===== config.mk =====
export PLATFORM = sky130hd
export DESIGN_NAME = prf_periodic_response_framer
export DESIGN_NICKNAME = d
export VERILOG_FILES = /design/src/hw/prf_pkg.sv /design/src/hw/prf_crc8.sv /design/src/hw/prf_periodic_response_framer.sv /design/src/hw/prf_status_prio.sv
export SDC_FILE = /design/constraint.sdc
export NUM_CORES = 1
export LEC_CHECK = 0
export CAP_MARGIN = 25
export CORE_MARGIN = 2
export CORE_UTILIZATION = 50
export CTS_BUF_LIST = sky130_fd_sc_hd__clkbuf_8
export CTS_CLUSTER_SIZE = 20
export DETAILED_ROUTE_END_ITERATION = 8
export DONT_BUFFER_PORTS = 1
export PLACE_DENSITY = 0.76
export SYNTH_ARGS = -nofsm -noshare
export SYNTH_HDL_FRONTEND = slang
export SYNTH_SLANG_ARGS = --single-unit

===== constraint.sdc =====
create_clock -name clk_i -period 4.2 [get_ports clk_i]
set_input_delay 0.84 -clock clk_i [delete_from_list [all_inputs] [get_ports clk_i]]
set_output_delay 0.84 -clock clk_i [all_outputs]
set_load 0.02 [all_outputs]

===== src/hw/prf_pkg.sv =====
// Shared constants, types and register map of the periodic response framer.
// Assumes a single 50 MHz clock and a synchronous active-low reset everywhere.

package prf_pkg;

  // ----------------------------------------------------------------------------
  // Timing
  // ----------------------------------------------------------------------------
  localparam int unsigned CLK_HZ      = 50_000_000;
  localparam int unsigned BIT_TIME_NS = 2000;
  localparam int unsigned BIT_CYC     = (BIT_TIME_NS * (CLK_HZ / 1_000_000)) / 1000;

  // ----------------------------------------------------------------------------
  // Register map (byte addresses) and reset values
  // ----------------------------------------------------------------------------
  localparam logic [7:0]  OFS_CTRL   = 8'h00;
  localparam logic [7:0]  OFS_SRC0   = 8'h04;
  localparam logic [7:0]  OFS_SRC1   = 8'h08;
  localparam logic [7:0]  OFS_ERRVAL = 8'h0C;
  localparam logic [7:0]  OFS_STAT   = 8'h10;
  localparam logic [31:0] CTRL_RST   = 32'h0000_0000;
  localparam logic [31:0] SRC0_RST   = 32'h0000_0071;
  localparam logic [31:0] SRC1_RST   = 32'h0000_0072;
  localparam logic [31:0] ERRVAL_RST = 32'h8000_0000;

  // Control bits and field positions.
  localparam int unsigned CTRL_EN_BIT     = 0;
  localparam int unsigned CTRL_SUPOFF_BIT = 1;
  localparam int unsigned SRC_CFG_W       = 10;
  localparam int unsigned ERR_UNS_LSB     = 0;
  localparam int unsigned ERR_SGN_LSB     = 16;
  localparam int unsigned FMT_ID_BIT      = 0;
  localparam int unsigned FMT_KAC_BIT     = 1;
  localparam int unsigned FMT_STAT_BIT    = 2;

  // ----------------------------------------------------------------------------
  // Frame widths and CRC
  // ----------------------------------------------------------------------------
  localparam int unsigned ID_W   = 4;
  localparam int unsigned KAC_W  = 2;
  localparam int unsigned STAT_W = 4;
  localparam int unsigned DATA_W = 16;
  localparam int unsigned CRC_W  = 8;
  localparam int unsigned PAY_W  = ID_W + KAC_W + STAT_W + DATA_W;
  localparam int unsigned FRM_W  = PAY_W + CRC_W;
  localparam logic [7:0]  CRC_POLY = 8'h2F;

  // Status codes.
  localparam logic [3:0] CODE_NORMAL = 4'h0;
  localparam logic [3:0] CODE_UNLOCK = 4'h1;
  localparam logic [3:0] CODE_MEMLO  = 4'h8;
  localparam logic [3:0] CODE_SUPPLY = 4'hC;

  // Codes from least to most urgent; later entries win.
  localparam logic [3:0] PRIO_ORDER [16] = '{4'h0, 4'h1, 4'h2, 4'h3, 4'h4, 4'h5, 4'h7, 4'h6,
                                             4'h8, 4'h9, 4'hA, 4'hB, 4'hC, 4'hD, 4'hF, 4'hE};

  // ----------------------------------------------------------------------------
  // Types
  // ----------------------------------------------------------------------------
  typedef struct packed {
    logic       sgn;
    logic [1:0] dtype;
    logic [2:0] fmt;
    logic [3:0] ident;
  } prf_src_cfg_t;

  typedef struct packed {
    logic       psel;
    logic       penable;
    logic       pwrite;
    logic [7:0] paddr;
    logic [31:0] pwdata;
  } prf_apb_req_t;

  typedef struct packed {
    logic selftest_unfinished;
    logic selftest_running;
    logic selftest_fault;
    logic osc_train_fault;
    logic pressure_over_limit;
    logic pressure_under_limit;
    logic pressure_channel_disagree;
    logic temp_fault;
    logic user_otp_fault;
    logic user_rw_fault;
    logic factory_otp_fault;
    logic test_active_flag;
    logic supply_fault;
    logic reset_occurred_flag;
    logic user_array_region_unlocked;
  } prf_fault_t;

  typedef logic [3:0][DATA_W-1:0] prf_sensor_t;

  typedef enum logic [3:0] {
    ST_IDLE = 4'b0001,
    ST_CALC = 4'b0010,
    ST_FILL = 4'b0100,
    ST_SEND = 4'b1000
  } prf_state_t;

endpackage


===== src/hw/prf_crc8.sv =====
// Serial augmented CRC-8 engine of the periodic response framer.
// Assumes the caller feeds message bits MSB first, then eight zeros.
`timescale 1ns/10ps

module prf_crc8 (
  input  wire logic       clk_i,
  input  wire logic       nrst_i,
  input  wire logic       load_i,
  input  wire logic [7:0] seed_i,
  input  wire logic       step_i,
  input  wire logic       bit_i,
  output logic      [7:0] crc_o
);
  import prf_pkg::*;

  // Loads the seed, then shifts one bit in per step with polynomial feedback.
  always_ff @(posedge clk_i) begin
    if (!nrst_i) begin
      crc_o <= 8'h00;
    end else if (load_i) begin
      crc_o <= seed_i;
    end else if (step_i) begin
      crc_o <= {crc_o[6:0], bit_i} ^ (crc_o[7] ? CRC_POLY : 8'h00);
    end
  end

endmodule // prf_crc8


===== src/hw/prf_periodic_response_framer.sv =====
// Periodic response framer: builds status, data and CRC frames on broadcast reads.
// Assumes req_i comes from the command decoder on the same clock, and that fault
// flags and sensor words are synchronous to clk_i. Registers sit on APB.
`timescale 1ns/10ps

module prf_periodic_response_framer (
  input  wire logic                 clk_i,
  input  wire logic                 nrst_i,
  input  wire prf_pkg::prf_apb_req_t apb_i,
  output logic                      pready_o,
  output logic                      pslverr_o,
  output logic [31:0]               prdata_o,
  input  wire logic                 req_i,
  input  wire logic                 req_src_i,
  input  wire prf_pkg::prf_fault_t   fault_i,
  input  wire prf_pkg::prf_sensor_t  sensor_i,
  input  wire logic                 supply_timer_expired_i,
  output logic                      tx_bit_o,
  output logic                      tx_strobe_o,
  output logic                      tx_active_o,
  output logic                      frame_done_o,
  output logic                      reply_skipped_o
);
  import prf_pkg::*;

  // ----------------------------------------------------------------------------
  // Declarations
  // ----------------------------------------------------------------------------
  logic [31:0]        ctrl_r;
  prf_src_cfg_t       src_cfg_r [2];
  logic [31:0]        errval_r;
  prf_state_t         state_r;
  logic [FRM_W-1:0]   frame_r;
  logic [FRM_W-1:0]   calc_sr_r;
  logic [FRM_W-1:0]   tx_sr_r;
  logic [5:0]         len_r;
  logic [5:0]         cnt_r;
  logic [5:0]         bits_left_r;
  logic               cur_src_r;
  logic [KAC_W-1:0]   kac_r [2];
  logic [3:0]         last_code_r;
  logic               subst_pend_r;
  logic [7:0]         div_r;
  logic               bit_tick_r;
  logic [15:0]        cond;
  logic [3:0]         code;
  prf_src_cfg_t       cfg;
  logic               any_signed;
  logic               subst_now;
  logic               no_reply;
  logic               accept;
  logic [DATA_W-1:0]  data_sel;
  logic [PAY_W-1:0]   acc;
  logic [5:0]         nbits;
  logic [FRM_W-1:0]   frame_nxt;
  logic [7:0]         crc;
  logic               apb_setup;
  logic               apb_wr;
  logic               addr_hit;

  // ----------------------------------------------------------------------------
  // APB slave
  // ----------------------------------------------------------------------------

  // A setup cycle arms pready for the access phase; the write lands at the edge that ends the access phase.
  assign apb_setup = apb_i.psel & ~apb_i.penable;
  assign apb_wr    = apb_i.psel & apb_i.penable & pready_o & apb_i.pwrite;
  assign addr_hit  = (apb_i.paddr == OFS_CTRL) || (apb_i.paddr == OFS_SRC0) || (apb_i.paddr == OFS_SRC1) ||
                     (apb_i.paddr == OFS_ERRVAL) || (apb_i.paddr == OFS_STAT);

  // Ready, error and read data are registered during the setup cycle.
  always_ff @(posedge clk_i) begin
    if (!nrst_i) begin
      pready_o  <= 1'b0;
      pslverr_o <= 1'b0;
      prdata_o  <= 32'h0000_0000;
    end else begin
      pready_o  <= apb_setup;
      pslverr_o <= apb_setup & ~addr_hit;
      prdata_o  <= 32'h0000_0000;
      if (apb_setup && !apb_i.pwrite) begin
        unique case (apb_i.paddr)
          OFS_CTRL:   prdata_o <= ctrl_r;
          OFS_SRC0:   prdata_o <= {{(32-SRC_CFG_W){1'b0}}, src_cfg_r[0]};
          OFS_SRC1:   prdata_o <= {{(32-SRC_CFG_W){1'b0}}, src_cfg_r[1]};
          OFS_ERRVAL: prdata_o <= errval_r;
          OFS_STAT:   prdata_o <= {22'h00_0000, last_code_r, kac_r[1], kac_r[0], subst_pend_r,
                                   (state_r != ST_IDLE)};
          default:    prdata_o <= 32'h0000_0000;
        endcase
      end
    end
  end

  // Control, source configuration and error value registers.
  always_ff @(posedge clk_i) begin
    if (!nrst_i) begin
      ctrl_r       <= CTRL_RST;
      src_cfg_r[0] <= prf_src_cfg_t'(SRC0_RST[SRC_CFG_W-1:0]);
      src_cfg_r[1] <= prf_src_cfg_t'(SRC1_RST[SRC_CFG_W-1:0]);
      errval_r     <= ERRVAL_RST;
    end else if (apb_wr) begin
      unique case (apb_i.paddr)
        OFS_CTRL:   ctrl_r       <= {30'h0000_0000, apb_i.pwdata[1:0]};
        OFS_SRC0:   src_cfg_r[0] <= prf_src_cfg_t'(apb_i.pwdata[SRC_CFG_W-1:0]);
        OFS_SRC1:   src_cfg_r[1] <= prf_src_cfg_t'(apb_i.pwdata[SRC_CFG_W-1:0]);
        OFS_ERRVAL: errval_r     <= apb_i.pwdata;
        default:    ;
      endcase
    end
  end

  // ----------------------------------------------------------------------------
  // Status selection
  // ----------------------------------------------------------------------------

  // Condition vector indexed by status code; reserved codes never assert.
  always_comb begin
    cond     = 16'h0000;
    cond[0]  = 1'b1;
    cond[1]  = fault_i.user_array_region_unlocked;
    cond[2]  = fault_i.selftest_unfinished | fault_i.selftest_running | fault_i.selftest_fault;
    cond[3]  = fault_i.osc_train_fault;
    cond[4]  = fault_i.pressure_over_limit | fault_i.pressure_under_limit |
               fault_i.pressure_channel_disagree;
    cond[5]  = fault_i.temp_fault;
    cond[8]  = fault_i.user_otp_fault;
    cond[9]  = fault_i.user_rw_fault;
    cond[10] = fault_i.factory_otp_fault;
    cond[11] = fault_i.test_active_flag;
    cond[12] = fault_i.supply_fault;
    cond[13] = fault_i.reset_occurred_flag;
  end

  prf_status_prio u_prio (
    .cond_i (cond),
    .code_o (code)
  );

  // Substitution decision; the source line means nothing without req_i, so per-source cases wait for it.
  always_comb begin
    cfg        = src_cfg_r[req_src_i];
    any_signed = src_cfg_r[0].sgn | src_cfg_r[1].sgn;
    no_reply   = (code == CODE_SUPPLY) & ctrl_r[CTRL_SUPOFF_BIT] & ~supply_timer_expired_i;
    subst_now  = (code >= CODE_MEMLO) |
                 ((code >= CODE_UNLOCK) & (code < CODE_MEMLO) & ~cfg.fmt[FMT_STAT_BIT] & req_i);
    accept     = req_i & ctrl_r[CTRL_EN_BIT] & (state_r == ST_IDLE);
  end

  // A substitution seen at any time is kept until a response accepted with none current has carried it.
  always_ff @(posedge clk_i) begin
    if (!nrst_i) begin
      subst_pend_r <= 1'b0;
    end else if (subst_now) begin
      subst_pend_r <= 1'b1;
    end else if (accept && !no_reply) begin
      subst_pend_r <= 1'b0;
    end
  end

  // ----------------------------------------------------------------------------
  // Frame assembly
  // ----------------------------------------------------------------------------

  // Packs enabled fields MSB first and left-aligns them with room for the CRC.
  always_comb begin
    if (subst_now || subst_pend_r) begin
      data_sel = any_signed ? errval_r[ERR_SGN_LSB +: DATA_W] : errval_r[ERR_UNS_LSB +: DATA_W];
    end else begin
      data_sel = sensor_i[cfg.dtype];
    end
    acc   = '0;
    nbits = 6'd0;
    if (cfg.fmt[FMT_ID_BIT]) begin
      acc   = {acc[PAY_W-ID_W-1:0], cfg.ident};
      nbits = nbits + 6'(ID_W);
    end
    if (cfg.fmt[FMT_KAC_BIT]) begin
      acc   = {acc[PAY_W-KAC_W-1:0], kac_r[req_src_i]};
      nbits = nbits + 6'(KAC_W);
    end
    if (cfg.fmt[FMT_STAT_BIT]) begin
      acc   = {acc[PAY_W-STAT_W-1:0], code};
      nbits = nbits + 6'(STAT_W);
    end
    acc       = {acc[PAY_W-DATA_W-1:0], data_sel};
    nbits     = nbits + 6'(DATA_W);
    frame_nxt = {acc << (6'(PAY_W) - nbits), {CRC_W{1'b0}}};
  end

  prf_crc8 u_crc (
    .clk_i  (clk_i),
    .nrst_i (nrst_i),
    .load_i (accept & ~no_reply),
    .seed_i ({4'h0, cfg.ident}),
    .step_i (state_r == ST_CALC),
    .bit_i  (calc_sr_r[FRM_W-1]),
    .crc_o  (crc)
  );

  // ----------------------------------------------------------------------------
  // Bit rate divider
  // ----------------------------------------------------------------------------

  // One-cycle bit tick; restarted when a frame is loaded so bit one is full width.
  always_ff @(posedge clk_i) begin
    if (!nrst_i) begin
      div_r      <= 8'h00;
      bit_tick_r <= 1'b0;
    end else if (state_r == ST_FILL || div_r == 8'(BIT_CYC - 1)) begin
      div_r      <= 8'h00;
      bit_tick_r <= (state_r != ST_FILL);
    end else begin
      div_r      <= div_r + 8'h01;
      bit_tick_r <= 1'b0;
    end
  end

  // ----------------------------------------------------------------------------
  // Sequencer
  // ----------------------------------------------------------------------------

  // Idle takes a request, calc runs the CRC, fill appends it, send shifts out.
  always_ff @(posedge clk_i) begin
    if (!nrst_i) begin
      state_r     <= ST_IDLE;
      frame_r     <= '0;
      calc_sr_r   <= '0;
      tx_sr_r     <= '0;
      len_r       <= 6'd0;
      cnt_r       <= 6'd0;
      bits_left_r <= 6'd0;
      cur_src_r   <= 1'b0;
      last_code_r <= CODE_NORMAL;
    end else begin
      unique case (state_r)
        ST_IDLE: begin
          if (accept && !no_reply) begin
            frame_r     <= frame_nxt;
            calc_sr_r   <= frame_nxt;
            len_r       <= nbits;
            cnt_r       <= 6'd0;
            cur_src_r   <= req_src_i;
            last_code_r <= code;
            state_r     <= ST_CALC;
          end
        end
        ST_CALC: begin
          calc_sr_r <= calc_sr_r << 1;
          cnt_r     <= cnt_r + 6'd1;
          if (cnt_r == len_r + 6'd7) begin
            state_r <= ST_FILL;
          end
        end
        ST_FILL: begin
          tx_sr_r     <= frame_r | ({crc, {PAY_W{1'b0}}} >> len_r);
          bits_left_r <= len_r + 6'(CRC_W);
          state_r     <= ST_SEND;
        end
        ST_SEND: begin
          if (bit_tick_r) begin
            tx_sr_r     <= tx_sr_r << 1;
            if (bits_left_r == 6'd0) begin
              state_r <= ST_IDLE;
            end else begin
              bits_left_r <= bits_left_r - 6'd1;
            end
          end
        end
      endcase
    end
  end

  // Serial outputs, one bit per tick, then a done pulse after the last bit time.
  always_ff @(posedge clk_i) begin
    if (!nrst_i) begin
      tx_bit_o     <= 1'b0;
      tx_strobe_o  <= 1'b0;
      tx_active_o  <= 1'b0;
      frame_done_o <= 1'b0;
    end else begin
      tx_strobe_o  <= 1'b0;
      frame_done_o <= 1'b0;
      if (state_r == ST_SEND && bit_tick_r) begin
        if (bits_left_r == 6'd0) begin
          tx_active_o  <= 1'b0;
          tx_bit_o     <= 1'b0;
          frame_done_o <= 1'b1;
        end else begin
          tx_active_o <= 1'b1;
          tx_bit_o    <= tx_sr_r[FRM_W-1];
          tx_strobe_o <= 1'b1;
        end
      end
    end
  end

  // Keepalive counts per source, advanced once a response has fully gone out.
  always_ff @(posedge clk_i) begin
    if (!nrst_i) begin
      kac_r[0] <= 2'h0;
      kac_r[1] <= 2'h0;
    end else if (state_r == ST_SEND && bit_tick_r && bits_left_r == 6'd0) begin
      kac_r[cur_src_r] <= kac_r[cur_src_r] + 2'h1;
    end
  end

  // Pulse when a request is dropped because the supply fault silences the reply.
  always_ff @(posedge clk_i) begin
    if (!nrst_i) begin
      reply_skipped_o <= 1'b0;
    end else begin
      reply_skipped_o <= accept & no_reply;
    end
  end

endmodule // prf_periodic_response_framer


===== src/hw/prf_status_prio.sv =====
// Status priority selector of the periodic response framer.
// Assumes a condition vector indexed by status code, from same-clock logic.
`timescale 1ns/10ps

module prf_status_prio (
  input  wire logic [15:0] cond_i,
  output logic      [3:0]  code_o
);
  import prf_pkg::*;

  // Walks codes from least to most urgent so the most urgent active one wins.
  always_comb begin
    code_o = CODE_NORMAL;
    for (int i = 0; i < 16; i++) begin
      if (cond_i[PRIO_ORDER[i]]) begin
        code_o = PRIO_ORDER[i];
      end
    end
  end

endmodule // prf_status_prio

# After elaboration in Yosys (flattened, before gate mapping)
# Memory sizes are Yosys's and may differ from the RTL's. A register that Yosys moved wholly into a read port is not among the register bits.
# Index checks and enable logic that the tools add are counted.
[totals]
mem_bits_rw = 24
mem_count = 2
reg_bits = 212
output_inout_bits = 39
[mem_list]
columns = ["name", "words", "width", "rd", "rd_ports_with_merged_regs", "write_ports", "line_no", "text"]
rows = [
  ["src_cfg_r", 2, 10, 3, 0, 2, "prf_periodic_response_framer.sv:30", "prf_src_cfg_t src_cfg_r [2];"],
  ["kac_r", 2, 2, 4, 1, 2, "prf_periodic_response_framer.sv:40", "logic [KAC_W-1:0] kac_r [2];"],
]
[op_classes]
reduce_logical = 31
muxes = 63
bitwise_logic = 30
magnitude_cmp = 4
n_eq_ne = 18
n_addsub = 10
n_shift = 2
[op_table]
columns = ["cell", "n"]
rows = [
  ["$pmux W32 S5", 1],
  ["$pmux W34 S2", 2],
  ["$mux W34", 2],
  ["$mux W4", 13],
  ["$mux W16", 3],
  ["$mux W6", 7],
  ["$or A34 B34 Y34", 1],
  ["$shr A34 B6 Y34", 1],
  ["$bmux W16 S2", 1],
  ["$mux W10", 3],
  ["$shl A26 B6 Y26", 1],
  ["$pmux W6 S2", 2],
  ["$mux W1", 22],
  ["$eq A8 B4 Y1 const B", 2],
  ["$pmux W4 S4", 1],
  ["$reduce_and A2 Y1", 8],
  ["$and A1 B1 Y1", 14],
  ["$add A6 B3 Y6 const B", 2],
  ["$mux W3", 3],
  ["$add A8 B1 Y8 const B", 1],
  ["$eq A4 B4 Y1 const B", 2],
  ["$eq A8 B3 Y1 const B", 1],
  ["$eq A8 B5 Y1 const B", 1],
  ["$eq A8 B7 Y1 const B", 1],
  ["32 further kinds", 63],
]

# Logic depth before layout (Yosys ltp)
# Gate-level depths: netlist of run 1.
[logic_depth]
word_depth = 22
mapped_depth = 12
mapped_depth_nobuf = 11

# By module
# Synthesis of run 1 repeated with hierarchy kept, for this count alone.
[hier_totals]
cells_unflattened = 1291
hier_area_um2 = 11071.9
[by_module_without_submodules]
columns = ["mod", "area_per_inst_um2", "cells_per_inst", "instances"]
rows = [
  ["prf_periodic_response_framer", 10518.8, 1226, 1],
  ["prf_crc8", 424.2, 42, 1],
  ["prf_status_prio", 128.9, 23, 1],
]

# Least setup slack after synthesis of run 1
# Ideal clock, no wire load.
[synth_timing]
path_type = "input to register"
from = "input req_src_i"
to = "register calc_sr_r[20]"
path_stages = 12
setup_ns = 0.074
t_arrival_ns = 3.523
slack_ns = 0.603
cell_sequence = "buf_2 mux2i_1 clkbuf_1 ha_1 clkbuf_1 a21o_1 nor4_2 nand3_1 nor2_1 nand4_1 o2111a_1 o21ai_0"
[synth_between]
elab_chain_len = 11
[synth_lines]
columns = ["element", "line_no", "text"]
rows = [
  ["from (decl)", "prf_periodic_response_framer.sv:14", "input wire logic req_src_i,"],
  ["$mem_v2 Z2 W10 (*)", "n/a", ""],
  ["$mux W3", "prf_periodic_response_framer.sv:174", "if (cfg.fmt[FMT_ID_BIT]) begin"],
  ["$add A6 B2 Y6", "prf_periodic_response_framer.sv:180", "nbits = nbits + 6'(KAC_W);"],
  ["$mux W6", "prf_periodic_response_framer.sv:178", "if (cfg.fmt[FMT_KAC_BIT]) begin"],
  ["$add A6 B3 Y6", "prf_periodic_response_framer.sv:184", "nbits = nbits + 6'(STAT_W);"],
  ["$mux W6 (*)", "prf_periodic_response_framer.sv:182", "if (cfg.fmt[FMT_STAT_BIT]) begin"],
  ["$add A6 B5 Y6 (*)", "prf_periodic_response_framer.sv:187", "nbits = nbits + 6'(DATA_W);"],
  ["via nbits[2]", "prf_periodic_response_framer.sv:54", "logic [5:0] nbits;"],
  ["$sub A5 B6 Y6 (*)", "prf_periodic_response_framer.sv:188", "frame_nxt = {acc << (6'(PAY_W) - nbits), {CRC_W{1'b0}}};"],
  ["$shl A26 B6 Y26 (*)", "prf_periodic_response_framer.sv:188", ""],
  ["$mux W34 (*)", "prf_periodic_response_framer.sv:238", "if (accept && !no_reply) begin"],
  ["$pmux W34 S2 (*)", "prf_periodic_response_framer.sv:236", "unique case (state_r)"],
  ["to (signal assigned)", "prf_periodic_response_framer.sv:240", "calc_sr_r <= frame_nxt;"],
  ["to (signal assigned)", "prf_periodic_response_framer.sv:249", "calc_sr_r <= calc_sr_r << 1;"],
  ["to (decl)", "prf_periodic_response_framer.sv:34", "logic [FRM_W-1:0] calc_sr_r;"],
]
# The timed path passes the listed nets; every way through them passes the cells marked *. The select of a mux whose other input is x is not followed.
# A chain may end at the register's enable or synchronous reset.

# Worst setup path after layout of run 1
[layout_timing]
from = "register state_r[0]"
to = "register calc_sr_r[13]"
[layout_between]
elab_chain_len = 5
[layout_lines]
columns = ["element", "line_no", "text"]
rows = [
  ["from (decl)", "prf_periodic_response_framer.sv:32", "prf_state_t state_r;"],
  ["from (signal assigned)", "prf_periodic_response_framer.sv:226", "state_r <= ST_IDLE;"],
  ["from (signal assigned)", "prf_periodic_response_framer.sv:245", "state_r <= ST_CALC;"],
  ["from (signal assigned)", "prf_periodic_response_framer.sv:252", "state_r <= ST_FILL;"],
  ["$eq A4 B1 Y1", "prf_periodic_response_framer.sv:147, prf_periodic_response_framer.sv:236", ""],
  ["$and A1 B1 Y1", "prf_periodic_response_framer.sv:147", "accept = req_i & ctrl_r[CTRL_EN_BIT] & (state_r == ST_IDLE);"],
  ["$logic_and A1 B1 Y1", "prf_periodic_response_framer.sv:238", ""],
  ["$ne A2 B1 Y1 (no source line)", "n/a", ""],
  ["$reduce_and A2 Y1 (no source line)", "n/a", ""],
]
# Several ways; a longest one is shown, not always the timed one.

==> results of run 1 <==
[worst max path at each step]
stage                     slack, ns                     from                    endpoint  cells past startpoint
after floorplan                0.60                req_src_i  calc_sr_r[20]$_SDFFE_PN0P_                     12
after global placement         0.73              fault_i[12]  calc_sr_r[14]$_SDFFE_PN0P_                      8
after detailed placement       0.63              fault_i[12]  calc_sr_r[19]$_SDFFE_PN0P_                      8
after CTS                      0.99  state_r[0]$_SDFFE_PN1P_  calc_sr_r[13]$_SDFFE_PN0P_                      6
after global routing           0.81  state_r[0]$_SDFFE_PN1P_  calc_sr_r[13]$_SDFFE_PN0P_                      6
final                          0.93  state_r[0]$_SDFFE_PN1P_  calc_sr_r[13]$_SDFFE_PN0P_                      6
[per-stage QoR]
step                total power [mW]  instances
floorplan                       2.54       1360
global placement                2.62       1581
detailed placement              2.63       1581
CTS                             4.61       1652
global route                    4.75       1653
finish                          4.59       1653
[area by class of cell]
type | count | area, um2 | area share
clock buffers | 51 | 702 | 0.0558
multi-input cells | 1026 | 6370 | 0.506
repair buffers | 30 | 235 | 0.0187
well taps | 285 | 357 | 0.0283
inverters | 14 | 53.8 | 0.00427
clock inverters | 20 | 90.1 | 0.00716
flip-flops and latches | 227 | 4780 | 0.380
[layout by cell type (no fill, tap or decap), drive strengths merged, types with 9 or more instances in the layout]
cell and n:
xnor2 15, nor3 45, o21ai 46, buf 30, nand3 31, nor2b 10
edfxtp 24, inv 27, and3 22, dfxtp 203, mux2i 60, nand2 193
a222oi 9, mux4 9, a22oi 18, a211oi 32, a21oi 130, mux2 38
a31oi 15, clkbuf 51, nor2 153, o211ai 18, and2 34
[registers in the layout, indices dropped and copies added (netlist names), 2 cells and up, named ones only]
register and flops:
div_r 8, calc_sr_r 26, state_r 4, u_crc.crc_o 8, frame_r 26, kac_r 4, errval_r 32, len_r 4
ctrl_r 2, bits_left_r 6, cnt_r 6, src_cfg_r 20, tx_sr_r 34, last_code_r 4, prdata_o 32
[power by group through the flow]
stage | combinational, mW | sequential (mW) | clock, mW
after floorplan | 0.272 | 2.27 | 0
after global placement | 0.323 | 2.30 | 0
after detailed placement | 0.328 | 2.30 | 0
after CTS | 0.329 | 2.25 | 2.03
after global routing | 0.360 | 2.25 | 2.13
final | 0.334 | 2.25 | 2.01
[worst register-to-register path, delay by kind of cell (launching register included)]
| kind | cells | cell delay (ns) |
|---|---|---|
| buffers and inverters | 1 | 0.29 |
| AND/OR/NAND/NOR | 4 | 2.25 |
| flip-flops | 1 | 0.47 |
| AO/OA/AOI/OAI | 1 | 0.16 |
[per-layer routing]
layer	vias to the layer above	share of wire	track usage	wire, um
met5	-	0	0	0
met4	0	0.037	0.103	1230
met3	105	0.098	0.0742	3260
met2	527	0.46	0.427	15300
met1	4829	0.41	0.352	13700
li1	4901	-	-	-
[cells by family after synthesis]
logic type	synth area share
buf+inv	0.0357
xor+xnor	0.0145
simple gates	0.221
compound gates	0.197
flops	0.416
fa+ha+maj	0.00870
mux	0.108
==> results.yml, run 1 <==
layout:
  final_nets: 1473
  fin_area_um2: 12600
  drive_gt1_frac: 0.120
  n_antenna_cell: 0
  area_growth_syn_to_layout_pct: 9.36
  utilization: 0.556
  nFillCells: 2031
power:
  pwr_density_cell_nw_per_um2: 365
  ir_worst_vdd_mv: 0.311
  p_leak_nw: 4.67
  internal_power_mw: 3.43
  seq_power_share: 0.490
  combPwrFrac: 0.073
  p_sw_frac: 0.254
  clkPwrFrac: 0.437
  power.switching_mw: 1.17
worst_hold_path:
  min_from: "nrst_i"
  hold_end: "state_r[0]$_SDFFE_PN1P_"
  min_path_type: "primary input to flip-flop"
  hold_depth: 1
timing:
  finalCriticalPeriod_ns: 3.27
  final_max_slew_viol_count: 0
  rsz0062_at_grt: "false"
  slew-limit-headroom: 0.376
  whs_ns: 0.385
  setup_tns_ns: 0
  fin_worst_skew_ns: 0.0268
  fin_ws_ns: 0.925
  hold_viol: 0
  worst_pin_slew_ns: 0.929
  fin_crit_sh: 0.780
  setup_viol: 0
  fmax_ghz: 0.305
route:
  via_count: 10400
  drc: 0
  drt_iter0_markers: 1123
  ant_nets: 0
  drt_pass1_iterations: 5
  routed_wl_um: 33400
  via_per_inst: 6.27
  wl_per_cell_um: 20.2
logic_synthesis:
  yosysWarnings: 0
  synth_area_leader_cell: "dfxtp_1"
  post_synth_most_frequent_cells: "203 x dfxtp_1, 193 x nand2_1, 153 x nor2_1"
  async_flop_share: 0
  synth_edf_count: 24
  ys_ff_latch: 227
  netlist.area_leader.share: 0.353
  synth_nets: 1495
  yosysMostFrequentCell: "dfxtp_1"
  synthTopCellsByArea: "dfxtp_1 35%, nand2_1 6.3%, edfxtp_1 6.3%"
  netlist_instances: 1360
  syn_avg_cell_area_um2: 8.46
  synth-main-ff-cell: "dfxtp_1"
  ys_seq_area_frac: 0.416
  yosysUniqueCellTypes: 77
  synth.cell_area_um2: 11500
worst_setup_path:
  worstPathMaxFanout: 40
  cpPeakStageDelay_ns: 0.76
  path_buf_inv: 1
  critical_path.top_delay_family: "simple AND/OR/NAND/NOR gates"
  r2r_slack_ns: 0.93
  worst_setup_path_end_kind: "flip-flop"
  crit_arrival_ns: 3.73
  reg2reg_to: "calc_sr_r[13]$_SDFFE_PN0P_"
  crit_slowest_cell: "nor3_1"
  path_class: "flip-flop to flip-flop"
  cp_data_required_time_ns: 4.65
  cp_cell_sequence: "or4b_1, or3_1, buf_12, nor3_1, nand3_1, o211ai_1"
  reg2reg_from: "state_r[0]$_SDFFE_PN1P_"
  rr_worst_depth: 6
  start_kind: "flip-flop"
global_routing:
  grt_pass1_wl_um: 52300
  gr-usage-all-layers: 0.270
  grt_overflow: 0
  grt_max_degree: 68
  grt_pass1_vias: 9788
  antenna_found_initial: 0
floorplanning:
  rows: 55
  start_util: 0.508
  core_area_um2: 22600
  die_h_um: 156
  io_pins: 166
  dieArea_um2: 24300
  die-width_um: 156
clocking:
  post_cts_resized: 0
  clock_sinks: 227
  cts_tree: "built"
  post_cts_buffers: 0
  root_buffer: "clkbuf_8"
  numCtsBuffers: 39
  clock_path_buffers: 3
  path_clk_slew_ns: 0.06
  htree_levels: 2
  clk-insertion-delay-late_ns: 0.56
  holdBufCountCts: 0
placement:
  placed_area_um2: 11800
  gp_congestion: 0.940
  dpl.hpwl_um: 23800
  io_buffers: 0
  post-place-ws_ns: 0.626
run:
  drv_cap: 0
outcome:
  status: "finished clean"
Power figures use the tool's default switching activity.
==> run 2: changes to the inputs <==
Settings changed: ABC_AREA from default to 1, PLACE_DENSITY 0.76 to 0.79.
Clock period 4.2 ns to 2.9 ns, I/O delays scaled along.
==> results.yml, run 2 <==
floorplanning:
  rows: 55
  start_util: 0.512
  core_area_um2: 22800
  io_pins: 166
  die_h_um: 157
  dieArea_um2: 24600
  die-width_um: 157
logic_synthesis:
  async_flop_share: 0
  synth_area_leader_cell: "dfxtp_1"
  yosysUniqueCellTypes: 56
  synth.cell_area_um2: 11700
  yosysMostFrequentCell: "nand2_1"
  ys_seq_area_frac: 0.410
  syn_avg_cell_area_um2: 7.26
  synth_edf_count: 24
  yosysWarnings: 0
  post_synth_most_frequent_cells: "355 x nand2_1, 203 x dfxtp_1, 159 x inv_1"
  netlist.area_leader.share: 0.348
  synthTopCellsByArea: "dfxtp_1 35%, nand2_1 11%, o21ai_0 6.5%"
  synth_nets: 1743
  ys_ff_latch: 227
  synth-main-ff-cell: "dfxtp_1"
  netlist_instances: 1608
worst_setup_path:
  start_kind: "flip-flop"
  cp_data_required_time_ns: 3.37
  path_depth: 14
  worstPathMaxFanout: 14
  critical_path.top_delay_family: "simple AND/OR/NAND/NOR gates"
  worst_setup_path_end_kind: "flip-flop"
  path_class: "flip-flop to flip-flop"
  path_buf_inv: 4
  crit_slowest_cell: "dfxtp_1"
  cpPeakStageDelay_ns: 0.34
  cp_cell_sequence: "nor2_2, inv_2, nor3_2, nand3_2, nor2_2, inv_2, a21oi_2, inv_2, nor2_4, buf_4, nand3_1, nand2_1, nand2_1, nand2_1"
  crit_arrival_ns: 3.01
  rr_worst_depth: 14
timing:
  fmax_ghz: 0.393
  worst_pin_slew_ns: 0.732
  final_max_slew_viol_count: 0
  rsz0062_at_grt: "false"
  hold_viol: 0
  finalCriticalPeriod_ns: 2.54
  slew-limit-headroom: 0.511
  setup_viol: 0
  setup_tns_ns: 0
  fin_crit_sh: 0.877
  fin_worst_skew_ns: 0.0450
layout:
  top_register: "tx_sr_r"
  layout_common_cells: "355 x nand2_1, 203 x dfxtp_1, 170 x inv_1"
  largest_reg_flops: 34
  fin_area_um2: 12700
  final_common_cell: "nand2_1"
  reg_top3: "tx_sr_r: 34 flops, errval_r: 32 flops, prdata_o: 32 flops"
  area_growth_syn_to_layout_pct: 8.69
  n_antenna_cell: 0
  nFillCells: 2090
  final_nets: 1721
  drive_gt1_frac: 0.113
route:
  drc: 0
  routed_wl_um: 32100
  wl_per_cell_um: 16.7
  drt_pass1_iterations: 6
  via_per_inst: 5.69
  ant_nets: 0
  via_count: 11000
  drt_iter0_markers: 1093
worst_hold_path:
  hold_depth: 1
  min_path_type: "primary input to flip-flop"
placement:
  io_buffers: 0
  gp_congestion: 0.980
  placed_area_um2: 11900
  dpl.hpwl_um: 23000
global_routing:
  grt_pass1_wl_um: 52300
  antenna_found_initial: 0
  grt_max_degree: 118
  gr-usage-all-layers: 0.263
  grt_overflow: 0
  grt_pass1_vias: 10300
clocking:
  clock_sinks: 227
  root_buffer: "clkbuf_8"
  numCtsBuffers: 38
  post_cts_buffers: 0
  post_cts_resized: 0
  clk-insertion-delay-late_ns: 0.56
  path_clk_slew_ns: 0.06
  holdBufCountCts: 0
  cts_tree: "built"
  clock_path_buffers: 3
  htree_levels: 2
outcome:
  status: "finished clean"
power:
  pwr_density_cell_nw_per_um2: 522
  ir_worst_vdd_mv: 0.412
  p_leak_nw: 5.08
run:
  drv_cap: 0
run 2: cell count changes in the layout (fill, tap and decap cells not counted), moves of 22 or more:
cell / previous run / this run
mux2_2: 38 / 0
o22ai_1: 4 / 37
inv_1: 26 / 170
and2_1: 34 / 0
nand2_1: 193 / 355
nor2_1: 153 / 110
nand3_1: 31 / 87
and3_1: 22 / 0
a211oi_1: 30 / 5
mux2i_1: 57 / 1
nand3_2: 0 / 44
o21ai_0: 44 / 152
run 2: layout make-up:
cell class,count,area (um2),share of cell area
inverters,172,646,0.0509
multi-input cells,1114,5800,0.457
flip-flops and latches,227,4780,0.377
clock buffers,43,592,0.0467
repair buffers,33,260,0.0205
clock inverters,26,211,0.0167
well taps,313,392,0.0309
run 2: metal layers:
metal	track usage	wire length, um
met5	0	0
met4	0.102	1100
met3	0.0529	2300
met2	0.431	15000
met1	0.340	13700
run 2: cell families (layout without fill, tap and decap cells):
kind of cell    Yosys count  count (layout)  share of synthesized area
compound gates          398             398                      0.195
xor+xnor                 10              10                    0.00750
fa+ha+maj                 8               8                    0.00858
buf+inv                 267             274                     0.0938
flops                   227             227                      0.410
simple gates            697             697                      0.284
mux                       1               1                   0.000858
run 2: power breakdown:
| part | leakage [nW] | internal (mW) | switching (mW) |
|---|---|---|---|
| logic | 2.75 | 0.141 | 0.302 |
| clock network | 0.462 | 1.65 | 1.32 |
| registers | 1.87 | 3.19 | 0.0172 |
run 2: stage by stage:
| step | setup slack, ns | std cells | power, mW | util | hold slack (ns) |
|---|---|---|---|---|---|
| global route | 0.0790 | 1928 | 6.85 | 0.557 | 0.0776 |
| CTS | 0.360 | 1928 | 6.65 | 0.557 | 0.0748 |
| floorplan | 0.358 | 1608 | 3.63 | - | 0.418 |
| finish | 0.357 | 1928 | 6.63 | 0.557 | 0.0938 |
| detailed placement | 0.224 | 1859 | 3.71 | 0.522 | 0.435 |
| global placement | 0.256 | 1859 | 3.70 | 0.522 | 0.431 |
run 2: final timing paths:
kind | start | endpoint | slack, ns
worst max-delay path | state_r[2]$_SDFFE_PN0P_ | frame_r[22]$_SDFFE_PN0P_ | 0.36
worst min-delay path | apb_i[41] | pready_o$_SDFF_PN0_ | 0.09
worst max register to register | state_r[2]$_SDFFE_PN0P_ | frame_r[22]$_SDFFE_PN0P_ | 0.36
worst min register to register | div_r[0]$_SDFF_PP0_ | div_r[0]$_SDFF_PP0_ | 0.45
==> run 3: changes to the inputs <==
Settings changed: ABC_AREA 1 to default.
==> results.yml, run 3 (same netlist as run 1, synthesis figures left out) <==
route:
  wl_met1_um: 14400
  via_count: 10800
  routed_wl_um: 34700
  drt_iter0_markers: 1179
  wl_met2_um: 16400
  highest_layer: "met4"
  drc: 0
  via_per_inst: 6.30
  ant_nets: 0
  drt_pass1_iterations: 6
  wl_per_cell_um: 20.2
  met3_length_um: 2940
floorplanning:
  die-width_um: 156
  io_pins: 166
  rows: 55
  dieArea_um2: 24300
  core_area_um2: 22600
  die_h_um: 156
  start_util: 0.508
power:
  ir_worst_vdd_mv: 0.380
  finalPower_mw: 6.73
  pwr_density_cell_nw_per_um2: 511
  p_leak_nw: 5.00
worst_setup_path:
  rr_worst_depth: 6
  start_kind: "flip-flop"
  cp_data_required_time_ns: 3.35
  reg2reg_from: "state_r[1]$_SDFFE_PN0P_"
  path_class: "flip-flop to flip-flop"
  reg2reg_to: "calc_sr_r[24]$_SDFFE_PN0P_"
  worst_setup_path_end_kind: "flip-flop"
  r2r_slack_ns: 0.15
  worstPathMaxFanout: 12
  crit_arrival_ns: 3.20
placement:
  io_buffers: 0
  gp_congestion: 0.958
  dpl.hpwl_um: 25200
  placed_area_um2: 12400
timing:
  final_max_slew_viol_count: 0
  whs_ns: 0.113
  slew-limit-headroom: 0.508
  worst_pin_slew_ns: 0.737
  fmax_ghz: 0.364
  setup_viol: 0
  setup_tns_ns: 0
  fin_crit_sh: 0.948
  rsz0062_at_grt: "false"
  finalCriticalPeriod_ns: 2.75
  fin_worst_skew_ns: 0.0290
  hold_viol: 0
layout:
  utilization: 0.581
  top_register: "tx_sr_r"
  largest_reg_flops: 34
  area_growth_syn_to_layout_pct: 14.3
  fin_area_um2: 13200
  final_nets: 1540
  drive_gt1_frac: 0.161
  final_common_cell: "dfxtp_1"
  reg_top3: "tx_sr_r: 34 flops, errval_r: 32 flops, prdata_o: 32 flops"
  layout_common_cells: "203 x dfxtp_1, 193 x nand2_1, 153 x nor2_1"
clocking:
  clock_sinks: 227
  clk-insertion-delay-late_ns: 0.54
  holdBufCountCts: 0
  root_buffer: "clkbuf_8"
  path_clk_slew_ns: 0.06
  htree_levels: 2
  numCtsBuffers: 39
  cts_tree: "built"
  clock_path_buffers: 3
global_routing:
  grt_overflow: 0
  grt_pass1_vias: 10200
  antenna_found_initial: 1
  grt_pass1_wl_um: 54400
  gr-usage-all-layers: 0.282
  grt_max_degree: 65
worst_hold_path:
  min_from: "nrst_i"
  hold_depth: 1
  min_path_type: "primary input to flip-flop"
  hold_end: "errval_r[31]$_SDFFE_PN1P_"
run:
  drv_cap: 0
outcome:
  status: "finished clean"
run 3: worst max-delay path: stages (launching register included):
cell      delay (ns)
dfxtp_1         0.31
or4b_1          0.57
or3_1           0.60
buf_4           0.26
or3_1           0.47
o221ai_1        0.31
o21bai_1        0.15
run 3: worst max-delay path by stage:
stage | start | to | slack (ns)
2_1_floorplan | req_src_i | calc_sr_r[20]$_SDFFE_PN0P_ | -0.04
3_3_place_gp | fault_i[11] | frame_r[22]$_SDFFE_PN0P_ | -0.08
3_5_place_dp | fault_i[4] | frame_r[22]$_SDFFE_PN0P_ | -0.20
4_1_cts | src_cfg_r[1][7]$_DFFE_PP_ | frame_r[22]$_SDFFE_PN0P_ | 0.03
6_report | state_r[1]$_SDFFE_PN0P_ | calc_sr_r[24]$_SDFFE_PN0P_ | 0.15
5_1_grt | src_cfg_r[0][7]$_DFFE_PP_ | frame_r[22]$_SDFFE_PN0P_ | 0.01
run 3: cell type report:
type	instances	area (um2)
Antenna cell	1	2.50
Fill cell	1938	9480
Sequential cell	227	4780
Clock inverter	18	106
Clock buffer	48	661
Inverter	14	53.8
Timing Repair Buffer	97	778
Tap cell	285	357
Multi-Input combinational cell	1026	6420
run 3: per-layer routing:
layer  GRT usage  up-vias
li1            -     5026
met1       0.371     5173
met2       0.469      531
met3      0.0500       89
met4      0.0983        0
met5           0        -
run 3: repair_timing:
action	in CTS	in global routing
setup buffers	0	0
hold endpoints to repair	0	0
endpoints found under the setup margin	0	6
resized for setup	0	7
run 3: metrics by stage:
step | std cells | worst slack (ns)
2_1_floorplan | 1360 | -0.0389
3_3_place_gp | 1649 | -0.0840
3_5_place_dp | 1649 | -0.202
4_1_cts | 1715 | 0.0282
5_1_grt | 1716 | 0.0103
6_report | 1716 | 0.150
run 3: power by group:
part | leakage (nW) | internal [mW] | total [mW] | switching (mW)
Combinational | 2.71 | 0.235 | 0.597 | 0.362
Sequential | 1.87 | 3.21 | 3.23 | 0.0280
Clock | 0.425 | 1.58 | 2.89 | 1.32
Total | 5.00 | 5.02 | 6.73 | 1.71
